<file path="src/include/bis_consts.svh">
`ifndef BIS_CONSTS_SVH
`define BIS_CONSTS_SVH
// clock rate and documented times
`define BIS_CLK_HZ          20000000
`define BIS_PURGE_S         35
`define BIS_LOCKOUT_S       300
`define BIS_TRIAL_S         7
`define BIS_MAX_TRIALS      3
`define BIS_CODE_LOCK_TRIAL 3
`define BIS_CODE_LOCK_LOSS  4
`define BIS_CODE_HW_FAULT   5
`define BIS_CODE_B_NO_DEM   2
`define BIS_CODE_B_LOCK     3
`define BIS_FLASH_DIV       10000000
`define BIS_PAUSE_SLOTS     4
`endif

</file>
<file path="src/include/bis_pkg.sv">
package bis_pkg;
  typedef enum logic [2:0] {
    BIS_IDLE,
    BIS_PURGE,
    BIS_WAIT_PROVE,
    BIS_TRIAL,
    BIS_RUN,
    BIS_LOCKOUT
  } bis_state_t;
  typedef enum logic [1:0] {
    BIS_LOCK_NONE,
    BIS_LOCK_TRIALS,
    BIS_LOCK_LOSSES
  } bis_lock_t;
endpackage

</file>
<file path="src/include/bis_link_if.sv">
`timescale 1ns/1ps
interface bis_link_if;
  logic demand;
  logic power_ok;
  logic prove_closed;
  logic rollout_ok;
  logic flame_sensed;
  logic gas_valve_first;
  logic spark;
  logic flame_sense_en;
  logic inducer_first;
  logic lockout;
  modport ignition (
    input  demand, power_ok, prove_closed, rollout_ok, flame_sensed,
    output gas_valve_first, spark, flame_sense_en, lockout
  );
  modport unit (
    input  lockout,
    output demand, power_ok, prove_closed, rollout_ok, flame_sensed, inducer_first
  );
endinterface

</file>
<file path="src/hdl/bis_ignition_control_first.sv">
`timescale 1ns/1ps
`include "bis_consts.svh"
// Functional notes
// - three trials, then lockout
// - lockout keeps valve and spark off 5 min
// - lockout expiry restarts with three trials
// - only power-on reset ends lockout early
// - flame loss restarts ignition, counts trials
// - power loss drops valve at once
// - power return with demand restarts sequence
// - purge delay before any ignition output
// - outputs need purge done and prove closed
// - spark off on flame detection
// - inducer runs throughout demand
// - inducer follows demand directly
// - rollout open closes valve at once
// - first variant flash codes
// - second variant flash codes
// - valve energized with spark
// - valve held while flame sensed
module bis_ignition_control_first
  import bis_pkg::*;
#(
  // 64-bit counts: the lockout period in clocks does not fit in 32 bits
  parameter longint unsigned PURGE_CYC   = 64'(`BIS_PURGE_S) * 64'(`BIS_CLK_HZ),
  parameter longint unsigned LOCKOUT_CYC = 64'(`BIS_LOCKOUT_S) * 64'(`BIS_CLK_HZ),
  parameter longint unsigned TRIAL_CYC   = 64'(`BIS_TRIAL_S) * 64'(`BIS_CLK_HZ),
  parameter longint unsigned FLASH_CYC   = 64'(`BIS_FLASH_DIV),
  parameter bit              VARIANT_B   = 1'b0
) (
  // clock and power-on reset
  input  wire logic clk_sys,
  input  wire logic rst,
  // link
  bis_link_if.ignition link,
  // status
  input  wire logic hw_fault,
  output logic      led_reg
);
  localparam int CW = 34;
  bis_state_t      state_reg;
  bis_lock_t       lock_cause_reg;
  logic [CW-1:0]   timer_reg;
  logic [1:0]      trials_reg;
  logic            had_flame_reg;
  logic            gas_reg;
  logic            spark_reg;
  logic            sense_reg;
  logic            lockout_reg;
  logic            live;
  logic [CW-1:0]   lim;

  // power and rollout are qualifiers applied in the same cycle
  assign live = link.power_ok & link.rollout_ok;

  always_comb begin
    case (state_reg)
      BIS_PURGE:   lim = CW'(PURGE_CYC);
      BIS_TRIAL:   lim = CW'(TRIAL_CYC);
      BIS_LOCKOUT: lim = CW'(LOCKOUT_CYC);
      default:     lim = '0;
    endcase
  end

  // sequencer
  always_ff @(posedge clk_sys or posedge rst) begin
    if (rst) begin
      state_reg      <= BIS_IDLE;
      timer_reg      <= '0;
      trials_reg     <= 2'h0;
      had_flame_reg  <= 1'b0;
      lock_cause_reg <= BIS_LOCK_NONE;
    end else begin
      timer_reg <= timer_reg + CW'(1);
      case (state_reg)
        BIS_IDLE: begin
          trials_reg    <= 2'h0;
          had_flame_reg <= 1'b0;
          timer_reg     <= '0;
          if (link.demand && link.power_ok) begin
            state_reg <= BIS_PURGE;
          end
        end
        BIS_PURGE: begin
          if (!link.demand || !link.power_ok) begin
            state_reg <= BIS_IDLE;
          end else if (timer_reg >= lim - CW'(1)) begin
            state_reg <= BIS_WAIT_PROVE;
          end
        end
        BIS_WAIT_PROVE: begin
          timer_reg <= '0;
          if (!link.demand || !link.power_ok) begin
            state_reg <= BIS_IDLE;
          end else if (link.prove_closed && link.rollout_ok) begin
            state_reg  <= BIS_TRIAL;
            trials_reg <= trials_reg + 2'h1;
          end
        end
        BIS_TRIAL: begin
          if (!link.demand || !live) begin
            state_reg <= BIS_IDLE;
          end else if (link.flame_sensed) begin
            state_reg <= BIS_RUN;
          end else if (timer_reg >= lim - CW'(1)) begin
            timer_reg <= '0;
            if (trials_reg >= 2'(`BIS_MAX_TRIALS)) begin
              state_reg      <= BIS_LOCKOUT;
              lock_cause_reg <= had_flame_reg ? BIS_LOCK_LOSSES : BIS_LOCK_TRIALS;
            end else begin
              state_reg <= BIS_WAIT_PROVE;
            end
          end
        end
        BIS_RUN: begin
          had_flame_reg <= 1'b1;
          timer_reg     <= '0;
          if (!link.demand || !live) begin
            state_reg <= BIS_IDLE;
          end else if (!link.flame_sensed) begin
            // flame loss restarts at once, the trial count carries on
            if (trials_reg >= 2'(`BIS_MAX_TRIALS)) begin
              state_reg      <= BIS_LOCKOUT;
              lock_cause_reg <= BIS_LOCK_LOSSES;
            end else begin
              state_reg <= BIS_WAIT_PROVE;
            end
          end
        end
        BIS_LOCKOUT: begin
          // demand and power cannot end lockout; only the lockout timer or rst does
          if (timer_reg >= lim - CW'(1)) begin
            state_reg      <= BIS_IDLE;
            trials_reg     <= 2'h0;
            lock_cause_reg <= BIS_LOCK_NONE;
          end
        end
        default: state_reg <= BIS_IDLE;
      endcase
    end
  end

  // outputs, registered; qualifiers cut the valve without a hold state
  always_ff @(posedge clk_sys or posedge rst) begin
    if (rst) begin
      gas_reg     <= 1'b0;
      spark_reg   <= 1'b0;
      sense_reg   <= 1'b0;
      lockout_reg <= 1'b0;
    end else begin
      gas_reg     <= live && link.demand &&
                     ((state_reg == BIS_TRIAL && !link.flame_sensed) ||
                      link.flame_sensed && (state_reg == BIS_RUN ||
                                            state_reg == BIS_TRIAL));
      spark_reg   <= live && link.demand && state_reg == BIS_TRIAL &&
                     !link.flame_sensed;
      sense_reg   <= live && (state_reg == BIS_TRIAL || state_reg == BIS_RUN);
      lockout_reg <= state_reg == BIS_LOCKOUT;
    end
  end
  assign link.gas_valve_first = gas_reg;
  assign link.spark           = spark_reg;
  assign link.flame_sense_en  = sense_reg;
  assign link.lockout         = lockout_reg;

  // flash indicator: slot tick, count of flashes, then dark pause
  logic [31:0] div_reg;
  logic        tick;
  logic [3:0]  slot_reg;
  logic [2:0]  code;
  logic        steady;
  logic        dark;
  assign tick = div_reg == 32'(FLASH_CYC - 64'h1);
  always_ff @(posedge clk_sys or posedge rst) begin
    if (rst) begin
      div_reg <= 32'h0;
    end else begin
      div_reg <= tick ? 32'h0 : div_reg + 32'h1;
    end
  end

  always_comb begin
    code   = 3'h0;
    steady = 1'b0;
    dark   = 1'b0;
    if (!VARIANT_B) begin
      if (hw_fault) begin
        code = 3'(`BIS_CODE_HW_FAULT);
      end else if (lock_cause_reg == BIS_LOCK_LOSSES) begin
        code = 3'(`BIS_CODE_LOCK_LOSS);
      end else if (lock_cause_reg == BIS_LOCK_TRIALS) begin
        code = 3'(`BIS_CODE_LOCK_TRIAL);
      end else begin
        steady = link.power_ok;
        dark   = !link.power_ok;
      end
    end else begin
      if (hw_fault) begin
        steady = 1'b1;
      end else if (state_reg == BIS_LOCKOUT) begin
        code = 3'(`BIS_CODE_B_LOCK);
      end else if (link.flame_sensed && !link.demand) begin
        code = 3'(`BIS_CODE_B_NO_DEM);
      end else begin
        dark = 1'b1;
      end
    end
  end

  always_ff @(posedge clk_sys or posedge rst) begin
    if (rst) begin
      slot_reg <= 4'h0;
      led_reg  <= 1'b0;
    end else begin
      if (tick) begin
        if (slot_reg >= 4'({code, 1'b0}) + 4'(`BIS_PAUSE_SLOTS) - 4'h1) begin
          slot_reg <= 4'h0;
        end else begin
          slot_reg <= slot_reg + 4'h1;
        end
      end
      if (steady) begin
        led_reg <= 1'b1;
      end else if (dark || code == 3'h0) begin
        led_reg <= 1'b0;
      end else begin
        led_reg <= slot_reg < 4'({code, 1'b0}) && !slot_reg[0];
      end
    end
  end
endmodule

</file>
<file path="src/flat_wrapper.sv">
// flat-port wrapper written by rule: the top's interface ports become plain ports
module bis_ignition_control_first_flat import bis_pkg::*;
#(
                                                                        
  parameter longint unsigned PURGE_CYC   = 64'(`BIS_PURGE_S) * 64'(`BIS_CLK_HZ),
  parameter longint unsigned LOCKOUT_CYC = 64'(`BIS_LOCKOUT_S) * 64'(`BIS_CLK_HZ),
  parameter longint unsigned TRIAL_CYC   = 64'(`BIS_TRIAL_S) * 64'(`BIS_CLK_HZ),
  parameter longint unsigned FLASH_CYC   = 64'(`BIS_FLASH_DIV),
  parameter bit              VARIANT_B   = 1'b0
)
  (clk_sys, rst, hw_fault, led_reg, link_demand, link_power_ok, link_prove_closed, link_rollout_ok, link_flame_sensed, link_gas_valve_first, link_spark, link_flame_sense_en, link_lockout);
  bis_link_if link_i ();
  input  wire logic clk_sys;
  input  wire logic rst;
  input  wire logic hw_fault;
  output logic led_reg;
  input wire logic [$bits(link_i.demand)-1:0] link_demand;
  input wire logic [$bits(link_i.power_ok)-1:0] link_power_ok;
  input wire logic [$bits(link_i.prove_closed)-1:0] link_prove_closed;
  input wire logic [$bits(link_i.rollout_ok)-1:0] link_rollout_ok;
  input wire logic [$bits(link_i.flame_sensed)-1:0] link_flame_sensed;
  output wire logic [$bits(link_i.gas_valve_first)-1:0] link_gas_valve_first;
  output wire logic [$bits(link_i.spark)-1:0] link_spark;
  output wire logic [$bits(link_i.flame_sense_en)-1:0] link_flame_sense_en;
  output wire logic [$bits(link_i.lockout)-1:0] link_lockout;
  assign link_i.demand = link_demand;
  assign link_i.power_ok = link_power_ok;
  assign link_i.prove_closed = link_prove_closed;
  assign link_i.rollout_ok = link_rollout_ok;
  assign link_i.flame_sensed = link_flame_sensed;
  assign link_gas_valve_first = link_i.gas_valve_first;
  assign link_spark = link_i.spark;
  assign link_flame_sense_en = link_i.flame_sense_en;
  assign link_lockout = link_i.lockout;
  bis_ignition_control_first #(.PURGE_CYC(PURGE_CYC), .LOCKOUT_CYC(LOCKOUT_CYC), .TRIAL_CYC(TRIAL_CYC), .FLASH_CYC(FLASH_CYC), .VARIANT_B(VARIANT_B)) u_core (.clk_sys(clk_sys), .rst(rst), .link(link_i), .hw_fault(hw_fault), .led_reg(led_reg));
endmodule
</file>
<file path="config.mk">
export PLATFORM = sky130hd
export DESIGN_NAME = bis_ignition_control_first_flat
export DESIGN_NICKNAME = d
export VERILOG_FILES = /design/src/include/bis_pkg.sv /design/src/include/bis_link_if.sv /design/src/hdl/bis_ignition_control_first.sv /design/src/flat_wrapper.sv
export VERILOG_INCLUDE_DIRS = /design/src /design/src/include
export SDC_FILE = /design/constraint.sdc
export NUM_CORES = 1
export LEC_CHECK = 0
export ABC_AREA = 1
export BUFFER_PORTS_ARGS = -buffer_cell sky130_fd_sc_hd__buf_2
export CAP_MARGIN = 20
export CORE_MARGIN = 2
export CORE_UTILIZATION = 30
export CTS_BUF_LIST = sky130_fd_sc_hd__clkbuf_4 sky130_fd_sc_hd__clkbuf_8
export CTS_CLUSTER_SIZE = 40
export DETAILED_ROUTE_END_ITERATION = 10
export PLACE_DENSITY = 0.55
export SYNTH_ARGS = -nofsm -noshare
export SYNTH_HDL_FRONTEND = slang
export SYNTH_SLANG_ARGS = --single-unit
export TNS_END_PERCENT = 20
</file>
<file path="constraint.sdc">
create_clock -name clk_sys -period 2.6 [get_ports clk_sys]
set_input_delay 0.26 -clock clk_sys [delete_from_list [all_inputs] [get_ports clk_sys]]
set_output_delay 0.26 -clock clk_sys [all_outputs]
set_load 0.02 [all_outputs]
</file>
==> run_summary.xml <==
<?xml version="1.0" encoding="UTF-8"?>
<metrics>
  <group name="timing">
    <metric name="worst-slew-pin-transition" unit="ps">636</metric>
    <metric name="finalHoldViolations" unit="">0</metric>
    <metric name="timing.setup.tns" unit="ps">0</metric>
    <metric name="period_share" unit="%">97.6</metric>
    <metric name="final.hold.worst_slack" unit="ps">91.5</metric>
    <metric name="drv_slew" unit="">0</metric>
    <metric name="finalSetupViolCount" unit="">0</metric>
    <metric name="rsz0062_at_grt" unit="">true</metric>
    <metric name="achievable-frequency" unit="MHz">394</metric>
    <metric name="worst_clock_skew" unit="ps">10.5</metric>
    <metric name="min_period" unit="ps">2540</metric>
    <metric name="worst_slew_slack_as_a_fraction_of_its_limit" unit="%">57.6</metric>
  </group>
  <group name="grt">
    <metric name="grt.busiest_layer" unit="">met2</metric>
    <metric name="use_met1" unit="%">19.2</metric>
    <metric name="grtUsageTotal" unit="%">13.9</metric>
    <metric name="grt_antenna_before_repair" unit="">0</metric>
    <metric name="first_global_vias" unit="">4509</metric>
    <metric name="grt.overflow.total" unit="">0</metric>
    <metric name="gr-usage-met3" unit="%">2.42</metric>
    <metric name="global_route_wire_length_before_repair" unit="um">22500</metric>
    <metric name="grt_start_max_net_pins" unit="">43</metric>
    <metric name="grt.met2_usage" unit="%">22.7</metric>
  </group>
  <group name="synth">
    <metric name="most_used_flip_flop_cell_after_synthesis" unit="">dfrtp_1</metric>
    <metric name="netlist_area" unit="um2">5730</metric>
    <metric name="postSynthRegisterBits" unit="">83</metric>
    <metric name="synth.yosys.warnings" unit="">0</metric>
    <metric name="netlist_top_cells_count" unit="">150 x nand2_1, 105 x inv_1, 83 x dfrtp_1</metric>
    <metric name="synth_edf_count" unit="">0</metric>
    <metric name="yosys.cell_count.top_type" unit="">nand2_1</metric>
    <metric name="postSynthNetCount" unit="">767</metric>
    <metric name="synthDistinctLibCells" unit="">42</metric>
    <metric name="synth_async_sr_flop_share" unit="%">100</metric>
    <metric name="gate_count_after_technology_mapping" unit="">722</metric>
    <metric name="synth.largest_area_cell" unit="">dfrtp_1</metric>
    <metric name="synth_top_cells_by_area" unit="">dfrtp_1 36%, nand2_1 9.8%, ha_1 8.1%, xor2_1 7.3%, inv_1 6.9%</metric>
    <metric name="synth_seq_area_share" unit="%">36.3</metric>
    <metric name="post-synth-top-area-fraction" unit="%">36.3</metric>
    <metric name="postSynthAreaPerCell" unit="um2">7.93</metric>
  </group>
  <group name="power">
    <metric name="leakage" unit="uW">0.00315</metric>
    <metric name="vdd_ir_drop_max" unit="mV">0.983</metric>
    <metric name="p_per_area" unit="nW/um2">679</metric>
  </group>
  <group name="floorplanning">
    <metric name="io_pins" unit="">13</metric>
    <metric name="floorplan.initialDensity" unit="%">30.6</metric>
    <metric name="floorplan.rows" unit="">50</metric>
    <metric name="die_y" unit="um">142</metric>
    <metric name="die_width" unit="um">142</metric>
    <metric name="die_area" unit="um2">20200</metric>
    <metric name="core" unit="um2">18700</metric>
  </group>
  <group name="hold_path">
    <metric name="hp-class" unit="">in2reg</metric>
    <metric name="holdCritStartpoint" unit="">link_flame_sensed</metric>
  </group>
  <group name="finish">
    <metric name="nFillCells" unit="">1904</metric>
    <metric name="seq_area" unit="um2">2080</metric>
    <metric name="nets" unit="">822</metric>
    <metric name="area_of_the_multi_input_gates" unit="um2">3410</metric>
    <metric name="largest_reg_flops" unit="">34</metric>
    <metric name="syn_to_final_growth" unit="%">20.7</metric>
    <metric name="drive_gt1_share" unit="%">22.9</metric>
    <metric name="stdcell_area" unit="um2">6910</metric>
    <metric name="antenna_cells" unit="">0</metric>
  </group>
  <group name="drt">
    <metric name="drt_iter0_drc" unit="">211</metric>
    <metric name="wl_per_cell" unit="um">13.3</metric>
    <metric name="route.detailed.drc" unit="">0</metric>
    <metric name="num_vias" unit="">4687</metric>
    <metric name="totalWireLength" unit="um">13500</metric>
    <metric name="route.antenna.remaining_nets" unit="">0</metric>
    <metric name="first_pass_iters" unit="">4</metric>
    <metric name="routed_via_density" unit="">4.61</metric>
  </group>
  <group name="critical_path">
    <metric name="critPathMaxFanout" unit="">6</metric>
    <metric name="crit_path_start_kind" unit="">flip-flop</metric>
    <metric name="cp-startpoint" unit="">u_core.state_reg[0]</metric>
    <metric name="critical_path_required" unit="ps">2830</metric>
    <metric name="worstSetupEndpointType" unit="">flip-flop</metric>
    <metric name="crit-reg2reg-launch" unit="">u_core.state_reg[0]</metric>
    <metric name="critical_path_class" unit="">reg2reg</metric>
    <metric name="cp_data_arrival_time" unit="ps">2770</metric>
  </group>
  <group name="placement">
    <metric name="dp_hpwl" unit="um">10000</metric>
    <metric name="post_dp_cell_area" unit="um2">6240</metric>
    <metric name="portBuffers" unit="">12</metric>
    <metric name="gp_routability_congestion" unit="">0.857</metric>
  </group>
  <group name="clock_network">
    <metric name="tritoncts" unit="">yes</metric>
    <metric name="tritoncts.num_buffers" unit="">9</metric>
    <metric name="cts_sinks" unit="">83</metric>
    <metric name="htree_levels" unit="">3</metric>
    <metric name="worstSkewPairLatency" unit="ps">370</metric>
    <metric name="cts.path.max_buffers" unit="">2</metric>
    <metric name="clock-root-buffer" unit="">clkbuf_8</metric>
    <metric name="clkTransAtPathRegs" unit="ps">80</metric>
  </group>
  <group name="flow_run">
    <metric name="maxCapViolations" unit="">0</metric>
  </group>
  <group name="status">
    <metric name="outcome" unit="">complete, no violations</metric>
  </group>
</metrics>
kinds of logic after synthesis:
kind of cell	synth area share, %
xor+xnor	9.64
flops	36.3
fa+ha+maj	8.08
simple gates	27.9
buf+inv	8.67
compound gates	9.42
path summary, 6_finish.rpt:
kind                                   endpoint  slack [ps]  cells past startpoint
hold / removal                u_core.link.spark          90                      2
setup / recovery           u_core.timer_reg[19]          60                     17
hold reg to reg               u_core.div_reg[0]         490                      1
min in group asynchronous    u_core.div_reg[17]         490                      3
setup reg to reg           u_core.timer_reg[19]          60                     17
max in group asynchronous  u_core.timer_reg[22]        1290                      5
cell usage in the layout, fill, tap and decap left out, types with 6 or more instances in the layout:
cell type	n
xnor2_1	14
nor2_1	72
inv_1	96
ha_1	31
buf_4	28
a21oi_2	36
dfrtp_1	81
ha_4	6
nor3_1	24
nor2_2	10
buf_6	6
a21oi_1	16
nor3_2	6
buf_2	12
nand3_2	6
nand2_1	136
nor4_1	7
nand4_1	26
xor2_1	48
clkbuf_8	11
nand3_1	29
inv_2	8
o21ai_0	11
nand2_2	12
report_power, final:
group,internal [uW],switching (uW),leakage (uW)
Clock,603,477,0.000116
Sequential,1370,81.0,0.00111
Combinational,927,1240,0.00192
Total,2900,1800,0.00315
critical path: stages, from the launching register on:
cell and delay (ps):
dfrtp_2 440, inv_2 90, nor2_4 50, inv_4 80
ha_4 170, buf_6 120, a21oi_2 50, ha_1 310
nand2_2 60, nor2_1 80, and2_4 160, and3_4 190
nand2_4 60, nand2_4 80, nand3_4 90, nand2_8 160
clkbuf_16 170, a21oi_2 40
stage by stage:
stage	setup slack [ps]	util, %	std cells	total power, uW
after global routing	-108	37.0	1016	5020
after detailed placement	-133	33.4	986	3050
after CTS	-29.3	35.1	1007	4320
after floorplan	1.95	-	722	2610
after global placement	-50.6	33.4	986	3050
final	63.4	37.0	1016	4690
timing repair:
| item | CTS | global route |
|---|---|---|
| pin swaps | 1 | 21 |
| setup buffers | 3 | 7 |
| endpoints found under the hold margin | 31 | 0 |
| hold buffers | 1 | 0 |
| cloned | 1 | 2 |
| gates resized for setup | 11 | 62 |
| endpoints found under the setup margin | 34 | 41 |
final cells by class:
type / instances / area share (%)
clock buffers: 12 / 2.30
clock inverters: 4 / 1.05
inverters: 107 / 5.90
multi-input cells: 522 / 49.3
flip-flops and latches: 83 / 30.1
well taps: 234 / 4.24
repair buffers: 54 / 7.17
routing by layer:
metal  wire (um)  vias to the layer above
li1            -                     2458
met1        6600                     2172
met2        6510                       47
met3         295                       10
met4         114                        0
met5           0                        -
Note: power is estimated with default switching activity, not from simulation.
